**config.mk**
```make
export PLATFORM = sky130hd
export DESIGN_NAME = scpc_top
export DESIGN_NICKNAME = d
export VERILOG_FILES = /design/src/shared/scpc_pkg.sv /design/src/hdl/scpc_top.sv
export SDC_FILE = /design/constraint.sdc
export NUM_CORES = 1
export LEC_CHECK = 0
export ABC_AREA = 1
export BUFFER_PORTS_ARGS = -buffer_cell sky130_fd_sc_hd__buf_4
export CORE_MARGIN = 2
export CORE_UTILIZATION = 54
export CTS_BUF_LIST = sky130_fd_sc_hd__clkbuf_4 sky130_fd_sc_hd__clkbuf_8
export CTS_CLUSTER_SIZE = 28
export DETAILED_ROUTE_END_ITERATION = 7
export PLACE_DENSITY = 0.86
export SLEW_MARGIN = 20
export SYNTH_ARGS = -nofsm -noshare
export SYNTH_HDL_FRONTEND = slang
export SYNTH_SLANG_ARGS = --single-unit
```
**constraint.sdc**
```tcl
create_clock -name aclk -period 1.85 [get_ports aclk]
set_input_delay 0.37 -clock aclk [delete_from_list [all_inputs] [get_ports aclk]]
set_output_delay 0.37 -clock aclk [all_outputs]
set_load 0.02 [all_outputs]
```
**src/shared/scpc_pkg.sv**
```systemverilog
// package: types and constants of the serdes channel port control block
package scpc_pkg;

	// ==========================================================
	// sizes
	localparam int NCH = 4;
	localparam int AW = 8;
	localparam int IRQ_W = 8;

	// ==========================================================
	// register offsets (byte addresses)
	localparam logic [AW-1:0] OFF_CTRL = 8'h00;
	localparam logic [AW-1:0] OFF_STATUS = 8'h04;
	localparam logic [AW-1:0] OFF_IRQ_STAT = 8'h08;
	localparam logic [AW-1:0] OFF_IRQ_MASK = 8'h0c;

	// irq_stat / irq_mask field positions
	localparam int IRQ_CODE_ERR_LSB = 0;
	localparam int IRQ_TX_BUF_ERR_LSB = 4;

	// axi responses
	localparam logic [1:0] RESP_OKAY = 2'h0;
	localparam logic [1:0] RESP_SLVERR = 2'h2;

	// ==========================================================
	// receive timing selector codes
	localparam logic [1:0] RMODE_REF = 2'h0;
	localparam logic [1:0] RMODE_OWN = 2'h1;
	localparam logic [1:0] RMODE_CHA = 2'h2;

	// ==========================================================
	// control register, bit 0 upward: primary enables [3:0]
	typedef struct packed {
		logic codec_enable;
		logic ref_ratio_dual;
		logic [1:0] rx_timing_select;
		logic [NCH-1:0] loopback_select;
		logic [NCH-1:0] rx_input_select;
		logic [NCH-1:0] backup_tx_out_enable;
		logic [NCH-1:0] primary_tx_out_enable;
	} scpc_ctrl_t;
	localparam int CTRL_W = $bits(scpc_ctrl_t);
	localparam logic [CTRL_W-1:0] CTRL_RST = 20'h80000;

	// one decoded receive word from the deserializer and decoder
	typedef struct packed {
		logic rx_bit_nine;
		logic rx_bit_eight;
		logic [7:0] data;
		logic idle;
		logic kchar;
		logic code_err;
		logic comma_seen;
	} scpc_dec_t;

	// ==========================================================
	// whole state of the block
	typedef struct packed {
		scpc_ctrl_t ctrl;
		logic [IRQ_W-1:0] irq_stat;
		logic [IRQ_W-1:0] irq_mask;
		logic [NCH-1:0][2:0] rclk_sync;
		logic [NCH-1:0] rclk_lvl;
		logic [2:0] ref_sync;
		logic ref_lvl;
		logic [NCH-1:0] rdiv;
		logic [NCH-1:0][7:0] rx_byte;
		logic [NCH-1:0] fill;
		logic [NCH-1:0] ctl;
		logic [NCH-1:0] err;
		logic [NCH-1:0] psd;
		logic [NCH-1:0] bsd;
		logic [NCH-1:0] tbe;
		logic [NCH-1:0] rclk_out;
		logic [NCH-1:0] rclk_out_inv;
		logic [NCH-1:0] ptx_out;
		logic [NCH-1:0] ptx_oe;
		logic [NCH-1:0] btx_out;
		logic [NCH-1:0] btx_oe;
		logic [NCH-1:0] serial_in;
		logic aw_held;
		logic [AW-1:0] awaddr;
		logic w_held;
		logic [31:0] wdata;
		logic [3:0] wstrb;
		logic awready;
		logic wready;
		logic bvalid;
		logic [1:0] bresp;
		logic arready;
		logic rvalid;
		logic [31:0] rdata;
		logic [1:0] rresp;
		logic irq;
	} scpc_state_t;

	localparam scpc_state_t ST_RST = '{
		ctrl: scpc_ctrl_t'(CTRL_RST),
		rclk_out_inv: 4'hf,
		awready: 1'b1,
		wready: 1'b1,
		arready: 1'b1,
		default: '0
	};

endpackage

```
**src/hdl/scpc_top.sv**
```systemverilog
// design: per-channel port control of a quad serial transceiver
// ==========================================================
// Function
// - primary serial output carries the tx stream while its enable is high
// - primary enable low powers down and undrives the primary outputs
// - backup outputs follow the backup enable the same way
// - received byte timed by recovered clock or reference clock per selector
// - fill flag high when decoder saw idle and it is on the byte
// - control flag high for a k character whose value is on the byte
// - code error flag marks invalid code or disparity; byte is then invalid
// - codec off: flags carry comma seen, bit eight and bit nine
// - recovered clock out from channel A or own, at 1/10 or 1/20 baud
// - unused recovered clock pair: true low, complement high
// - one timing selector for bytes, flags, signal detects, buffer errors
// - primary serial input used when loopback bit one low and select high
// - backup serial input used when loopback bit one low and select low
// - reference clock rising edge is the latch edge in reference timing
`timescale 1ns/1ps

module scpc_top (
	input wire logic aclk,
	input wire logic aresetn,
	input wire logic ce,
	// axi4-lite slave
	input wire logic [7:0] s_axi_awaddr,
	input wire logic s_axi_awvalid,
	output logic s_axi_awready,
	input wire logic [31:0] s_axi_wdata,
	input wire logic [3:0] s_axi_wstrb,
	input wire logic s_axi_wvalid,
	output logic s_axi_wready,
	output logic [1:0] s_axi_bresp,
	output logic s_axi_bvalid,
	input wire logic s_axi_bready,
	input wire logic [7:0] s_axi_araddr,
	input wire logic s_axi_arvalid,
	output logic s_axi_arready,
	output logic [31:0] s_axi_rdata,
	output logic [1:0] s_axi_rresp,
	output logic s_axi_rvalid,
	input wire logic s_axi_rready,
	output logic irq,
	// link side
	input wire logic ref_clk_a,
	input wire logic [3:0] recovered_clk_in,
	input wire scpc_pkg::scpc_dec_t [3:0] dec,
	input wire logic [3:0] analog_primary_detect,
	input wire logic [3:0] analog_backup_detect,
	input wire logic [3:0] tx_skew_overflow,
	input wire logic [3:0] tx_serial_stream,
	input wire logic [3:0] primary_serial_in,
	input wire logic [3:0] backup_serial_in,
	output logic [3:0] primary_serial_out,
	output logic [3:0] primary_serial_out_oe,
	output logic [3:0] backup_serial_out,
	output logic [3:0] backup_serial_out_oe,
	output logic [3:0] serial_rx_data,
	// parallel side
	output logic [3:0][7:0] rx_byte,
	output logic [3:0] fill_char_flag,
	output logic [3:0] control_char_flag,
	output logic [3:0] code_error_flag,
	output logic [3:0] primary_signal_detect,
	output logic [3:0] backup_signal_detect,
	output logic [3:0] tx_buffer_error,
	output logic [3:0] recovered_clk_out,
	output logic [3:0] recovered_clk_out_inv
);

	scpc_pkg::scpc_state_t st;
	scpc_pkg::scpc_state_t next_st;
	logic [3:0] rclk_lvl_new;
	logic [3:0] rclk_rise;
	logic ref_lvl_new;
	logic ref_rise;
	logic [3:0] tim_edge;

	// ==========================================================
	// edge finding on the sampled link clocks
	// a change counts once flops two and three agree, so one glitch
	// sample never makes an edge
	assign ref_lvl_new = (st.ref_sync[1] == st.ref_sync[2]) ?
		st.ref_sync[2] : st.ref_lvl;
	assign ref_rise = ref_lvl_new & ~st.ref_lvl;
	for (genvar g = 0; g < 4; g++) begin : g_edge
		assign rclk_lvl_new[g] = (st.rclk_sync[g][1] == st.rclk_sync[g][2]) ?
			st.rclk_sync[g][2] : st.rclk_lvl[g];
		assign rclk_rise[g] = rclk_lvl_new[g] & ~st.rclk_lvl[g];
		// one selector times every channel
		assign tim_edge[g] =
			(st.ctrl.rx_timing_select == scpc_pkg::RMODE_REF) ? ref_rise :
			(st.ctrl.rx_timing_select == scpc_pkg::RMODE_CHA) ? rclk_rise[0] :
			rclk_rise[g];
	end

	// ==========================================================
	// next state
	always_comb begin
		logic [31:0] word;
		logic [31:0] rd;
		logic [scpc_pkg::IRQ_W-1:0] ev;
		logic src_lvl;
		logic src_rise;
		word = '0;
		rd = '0;
		ev = '0;
		src_lvl = 1'b0;
		src_rise = 1'b0;
		next_st = st;

		// link clock samplers; first flop feeds only the second
		next_st.ref_sync = {st.ref_sync[1:0], ref_clk_a};
		next_st.ref_lvl = ref_lvl_new;
		for (int i = 0; i < 4; i++) begin
			next_st.rclk_sync[i] = {st.rclk_sync[i][1:0], recovered_clk_in[i]};
			next_st.rclk_lvl[i] = rclk_lvl_new[i];
		end

		for (int i = 0; i < 4; i++) begin
			// serial outputs: undriven and held low while disabled
			next_st.ptx_oe[i] = st.ctrl.primary_tx_out_enable[i];
			next_st.ptx_out[i] = st.ctrl.primary_tx_out_enable[i] &
				tx_serial_stream[i];
			next_st.btx_oe[i] = st.ctrl.backup_tx_out_enable[i];
			next_st.btx_out[i] = st.ctrl.backup_tx_out_enable[i] &
				tx_serial_stream[i];

			// serial input source; loopback bit one takes the local stream
			if (st.ctrl.loopback_select[i]) begin
				next_st.serial_in[i] = tx_serial_stream[i];
			end else if (st.ctrl.rx_input_select[i]) begin
				next_st.serial_in[i] = primary_serial_in[i];
			end else begin
				next_st.serial_in[i] = backup_serial_in[i];
			end

			// byte, flags and status all move on one edge
			if (tim_edge[i]) begin
				next_st.rx_byte[i] = dec[i].data;
				if (st.ctrl.codec_enable) begin
					next_st.fill[i] = dec[i].idle;
					next_st.ctl[i] = dec[i].kchar;
					next_st.err[i] = dec[i].code_err;
				end else begin
					next_st.fill[i] = dec[i].comma_seen;
					next_st.ctl[i] = dec[i].rx_bit_eight;
					next_st.err[i] = dec[i].rx_bit_nine;
				end
				next_st.psd[i] = analog_primary_detect[i];
				next_st.bsd[i] = analog_backup_detect[i];
				next_st.tbe[i] = tx_skew_overflow[i];
				ev[scpc_pkg::IRQ_CODE_ERR_LSB+i] = st.ctrl.codec_enable &
					dec[i].code_err;
				ev[scpc_pkg::IRQ_TX_BUF_ERR_LSB+i] = tx_skew_overflow[i];
			end

			// recovered clock pair; halving gives the 1/20 rate
			src_lvl = (st.ctrl.rx_timing_select == scpc_pkg::RMODE_CHA) ?
				rclk_lvl_new[0] : rclk_lvl_new[i];
			src_rise = (st.ctrl.rx_timing_select == scpc_pkg::RMODE_CHA) ?
				rclk_rise[0] : rclk_rise[i];
			if (src_rise) begin
				next_st.rdiv[i] = ~st.rdiv[i];
			end
			if (st.ctrl.rx_timing_select == scpc_pkg::RMODE_REF) begin
				next_st.rclk_out[i] = 1'b0;
				next_st.rclk_out_inv[i] = 1'b1;
			end else begin
				next_st.rclk_out[i] = st.ctrl.ref_ratio_dual ?
					next_st.rdiv[i] : src_lvl;
				next_st.rclk_out_inv[i] = ~next_st.rclk_out[i];
			end
		end

		// write channel: address and data taken in either order
		if (s_axi_awvalid && st.awready) begin
			next_st.aw_held = 1'b1;
			next_st.awaddr = s_axi_awaddr;
		end
		if (s_axi_wvalid && st.wready) begin
			next_st.w_held = 1'b1;
			next_st.wdata = s_axi_wdata;
			next_st.wstrb = s_axi_wstrb;
		end
		if (st.bvalid && s_axi_bready) begin
			next_st.bvalid = 1'b0;
		end
		if (st.aw_held && st.w_held && !st.bvalid) begin
			next_st.aw_held = 1'b0;
			next_st.w_held = 1'b0;
			next_st.bvalid = 1'b1;
			next_st.bresp = scpc_pkg::RESP_OKAY;
			unique case (st.awaddr)
				scpc_pkg::OFF_CTRL: begin
					word = {12'h000, st.ctrl};
					for (int b = 0; b < 4; b++) begin
						if (st.wstrb[b]) begin
							word[b*8 +: 8] = st.wdata[b*8 +: 8];
						end
					end
					next_st.ctrl = scpc_pkg::scpc_ctrl_t'(word[19:0]);
				end
				scpc_pkg::OFF_IRQ_STAT: begin
					if (st.wstrb[0]) begin
						next_st.irq_stat = st.irq_stat & ~st.wdata[7:0];
					end
				end
				scpc_pkg::OFF_IRQ_MASK: begin
					if (st.wstrb[0]) begin
						next_st.irq_mask = st.wdata[7:0];
					end
				end
				scpc_pkg::OFF_STATUS: ;
				default: next_st.bresp = scpc_pkg::RESP_SLVERR;
			endcase
		end
		next_st.awready = ~next_st.aw_held & ~next_st.bvalid;
		next_st.wready = ~next_st.w_held & ~next_st.bvalid;

		// read channel: one read at a time
		if (st.rvalid && s_axi_rready) begin
			next_st.rvalid = 1'b0;
			next_st.arready = 1'b1;
		end
		if (s_axi_arvalid && st.arready) begin
			next_st.arready = 1'b0;
			next_st.rvalid = 1'b1;
			next_st.rresp = scpc_pkg::RESP_OKAY;
			unique case (s_axi_araddr)
				scpc_pkg::OFF_CTRL: rd = {12'h000, st.ctrl};
				scpc_pkg::OFF_STATUS: rd = {16'h0000, st.psd, st.bsd,
					st.tbe, st.err};
				scpc_pkg::OFF_IRQ_STAT: rd = {24'h000000, st.irq_stat};
				scpc_pkg::OFF_IRQ_MASK: rd = {24'h000000, st.irq_mask};
				default: next_st.rresp = scpc_pkg::RESP_SLVERR;
			endcase
			next_st.rdata = rd;
		end

		// events set after the clear, so a same-cycle event survives
		next_st.irq_stat = next_st.irq_stat | ev;
		next_st.irq = |(next_st.irq_stat & next_st.irq_mask);
	end

	// ==========================================================
	// state register; clock enable low freezes everything
	always_ff @(posedge aclk) begin
		if (!aresetn) begin
			st <= scpc_pkg::ST_RST;
		end else if (ce) begin
			st <= next_st;
		end
	end

	// ==========================================================
	// outputs straight from the state
	assign s_axi_awready = st.awready;
	assign s_axi_wready = st.wready;
	assign s_axi_bvalid = st.bvalid;
	assign s_axi_bresp = st.bresp;
	assign s_axi_arready = st.arready;
	assign s_axi_rvalid = st.rvalid;
	assign s_axi_rdata = st.rdata;
	assign s_axi_rresp = st.rresp;
	assign irq = st.irq;
	assign primary_serial_out = st.ptx_out;
	assign primary_serial_out_oe = st.ptx_oe;
	assign backup_serial_out = st.btx_out;
	assign backup_serial_out_oe = st.btx_oe;
	assign serial_rx_data = st.serial_in;
	assign rx_byte = st.rx_byte;
	assign fill_char_flag = st.fill;
	assign control_char_flag = st.ctl;
	assign code_error_flag = st.err;
	assign primary_signal_detect = st.psd;
	assign backup_signal_detect = st.bsd;
	assign tx_buffer_error = st.tbe;
	assign recovered_clk_out = st.rclk_out;
	assign recovered_clk_out_inv = st.rclk_out_inv;
endmodule // scpc_top

```
==> impl_metrics.json <==
{
  "nets": 1531,
  "nFillCells": 1423,
  "die_h_um": 137,
  "hold_violations": 0,
  "cts_sinks": 205,
  "placedInstanceArea_mm2": 0.0107,
  "synth_edf_count": 0,
  "yosysUniqueCellTypes": 40,
  "max_stage_delay_ns": 0.39,
  "synth-seq-area-share_pct": 43.0,
  "p_sw_uw": 2460,
  "worstSetupPathType": "flip-flop to flip-flop",
  "initial_core_util_pct": 55.2,
  "cts.clk_slew.worst_paths_ns": 0.06,
  "core-area_mm2": 0.0173,
  "worstHoldStart": "recovered_clk_in[0]",
  "min_to": "next_st[185]",
  "layout_commonest_cell": "buf_4",
  "worst-path-max-fanout": 14,
  "ctsLongestPathBuffers": 3,
  "drt_wl_total_mm": 27.1,
  "timing.setup.tns_ns": 0,
  "fmax_mhz": 582,
  "report.final.setup_viol": 0,
  "hpwlAfterDp_mm": 19.0,
  "ios": 271,
  "final_cell_mix": "buf_4 (264), dfxtp_1 (205), nand2_1 (166), a21oi_1 (162)",
  "grt_max_degree": 79,
  "clock_latency_ns": 0.53,
  "vdd_drop_max_mv": 0.561,
  "syn_area_per_cell_um2": 7.65,
  "holdCritPathClass": "primary input to flip-flop",
  "fp.dieW_um": 137,
  "cpMostUsedCell": "nand2_2",
  "cts_buffers": 35,
  "antenna_left": 0,
  "cpMaxStageDelayCell": "dfxtp_1",
  "p_int_uw": 7300,
  "r2r.worst_path.cells": 8,
  "grt_overflow": 0,
  "vias_per_cell": 5.34,
  "drtPass1Iterations": 7,
  "p_leak_uw": 0.00499,
  "period_minus_slack_ns": 1.72,
  "swShare_pct": 25.2,
  "multi_input_area_mm2": 0.00374,
  "netlist_area_mm2": 0.00954,
  "arrival_ns": 2.15,
  "remaining_drc_errors": 0,
  "antenna_found_initial": 0,
  "p_comb_share_pct": 10.6,
  "clkPwrFrac_pct": 41.5,
  "synth_flop_cell": "dfxtp_1",
  "num_vias": 8722,
  "reg2reg_from": "st[228]",
  "postCtsSetupBuffers": 0,
  "synthCells": 1248,
  "ff2ff_setup_slack_ns": 0.13,
  "fin_area_mm2": 0.0114,
  "grt_pass1_wl_mm": 39.7,
  "holdBufCountCts": 0,
  "std_cell_rows": 48,
  "critPathLaunchType": "flip-flop",
  "status": "finished clean",
  "drive_gt1_share_pct": 27.8,
  "grt_usage_pct": 26.8,
  "area_growth_pct": 19.9,
  "power_density_mw_per_mm2": 854,
  "power_frac_seq_pct": 47.9,
  "maxCapViolations": 0,
  "fin_crit_sh_pct": 92.8,
  "regArea_mm2": 0.00410,
  "path_buf_inv": 2,
  "cts_root_buf": "clkbuf_8",
  "drt_iter0_drc": 674,
  "die_area_mm2": 0.0188,
  "cpLargestDelayFamily": "simple AND/OR/NAND/NOR gates",
  "r2r-end": "control_char_flag[1]",
  "diodes": 0,
  "worstPathRequired_ns": 2.28,
  "rsz0062_at_grt": "false",
  "gp_congestion": 0.838,
  "io_buffer_count": 243,
  "hold_depth": 3,
  "synth_seq_cells": 205,
  "crit_path_end_kind": "flip-flop",
  "cts_max_level": 2,
  "worstPathCellList": "inv_2 -> nand2_2 -> inv_2 -> nand2_2 -> nand2_2 -> nand2_2 -> nand3_2 -> a211oi_1",
  "wl_per_cell_um": 16.6,
  "clock-skew-final_ns": 0.0224,
  "synthArstFlopShare_pct": 0,
  "yosysWarnings": 0,
  "first_global_vias": 7995,
  "cts_tree": "done",
  "drv_slew": 0
}
stage by stage:
step / std cells / hold WS, ns / worst slack [ns] / total power, uW / utilization, %
2_1_floorplan: 1261 / 0.424 / 0.384 / 5390 / -
3_3_place_gp: 1572 / 0.432 / 0.145 / 5760 / 62.0
3_5_place_dp: 1572 / 0.438 / 0.0590 / 5790 / 62.0
4_1_cts: 1630 / 0.0711 / 0.0405 / 9800 / 66.0
5_1_grt: 1632 / 0.0821 / 0.000218 / 10100 / 66.1
6_report: 1632 / 0.0796 / 0.132 / 9770 / 66.1
flip-flops by register name, summed over array words and instances (netlist names), 18 cells and up:
register / flops
next_st: 18
st: 75
rx_byte: 32
s_axi_rdata: 20
how the worst max path moves through the flow:
stage | start | endpoint | depth (start not counted) | slack [ns]
3_3_place_gp | st[228] | backup_signal_detect[0] | 8 | 0.15
4_1_cts | st[229] | tx_buffer_error[0] | 8 | 0.04
6_report | st[228] | control_char_flag[1] | 8 | 0.13
2_1_floorplan | s_axi_bvalid | st[223] | 11 | 0.38
5_1_grt | st[229] | rx_byte[21] | 6 | 0.0002
3_5_place_dp | st[229] | tx_buffer_error[0] | 8 | 0.06
repair_timing:
| item | 4_1_cts | 5_1_grt |
|---|---|---|
| resized for setup | 0 | 2 |
| setup endpoints to repair | 0 | 6 |
| endpoints found under the hold margin | 0 | 0 |
worst register-to-register path, cell delays in order (launching register included):
cell and delay, ns:
dfxtp_1 0.39, inv_2 0.07, nand2_2 0.11, inv_2 0.07
nand2_2 0.10, nand2_2 0.07, nand2_2 0.16, nand3_2 0.33
a211oi_1 0.33
power by group through the flow:
stage	sequential [uW]	clock, uW	combinational, uW
after floorplan	4750	0	630
after global placement	4760	0	994
after detailed placement	4770	0	1020
after CTS	4680	4090	1030
after global routing	4690	4280	1130
final	4680	4050	1040
logic make-up (layout without fill, tap and decap cells):
family / after synthesis / in the layout / synth area share, %
AOI/OAI and AO/OA: 375 / 375 / 21.9
and+or+nand+nor: 336 / 338 / 16.2
buffers and inverters: 328 / 472 / 18.6
DFF: 205 / 205 / 43.0
xor gates and xnor gates: 3 / 3 / 0.275
other: 1 / 14 / 0.0393
Yosys cell counts, types with 4 or more instances:
library cell	count	area share, %
nand3_4	5	0.92
nand3_1	61	3.2
nor2_1	65	2.6
o22ai_1	8	0.52
o21ai_0	136	7.1
buf_2	17	0.89
dfxtp_1	205	43
o21ai_1	9	0.47
a31oi_1	6	0.39
o21ai_2	6	0.55
o211ai_1	11	0.87
nand2_2	16	1.0
buf_6	6	0.71
buf_4	124	9.8
inv_2	7	0.28
a21oi_1	162	8.5
a211oi_2	8	1.0
or2_2	4	0.26
a211oi_1	24	1.9
clkbuf_1	33	1.3
inv_1	136	5.3
nand2_1	167	6.6
metal layers:
metal	GRT usage (%)	wire length, um	vias up
li1	-	-	4250
met1	33.6	11200	4017
met2	45.3	12700	389
met3	5.37	2360	66
met4	10.2	869	0
met5	0	0	-
area by class of cell:
| class | instances | area share (%) |
|---|---|---|
| multi-input combinational | 730 | 32.7 |
| timing repair buffer | 269 | 18.2 |
| tap | 225 | 2.46 |
| clock buffer | 54 | 5.84 |
| sequential | 205 | 35.9 |
| inverter | 145 | 4.77 |
| clock inverter | 4 | 0.197 |
Power figures use the tool's default switching activity.
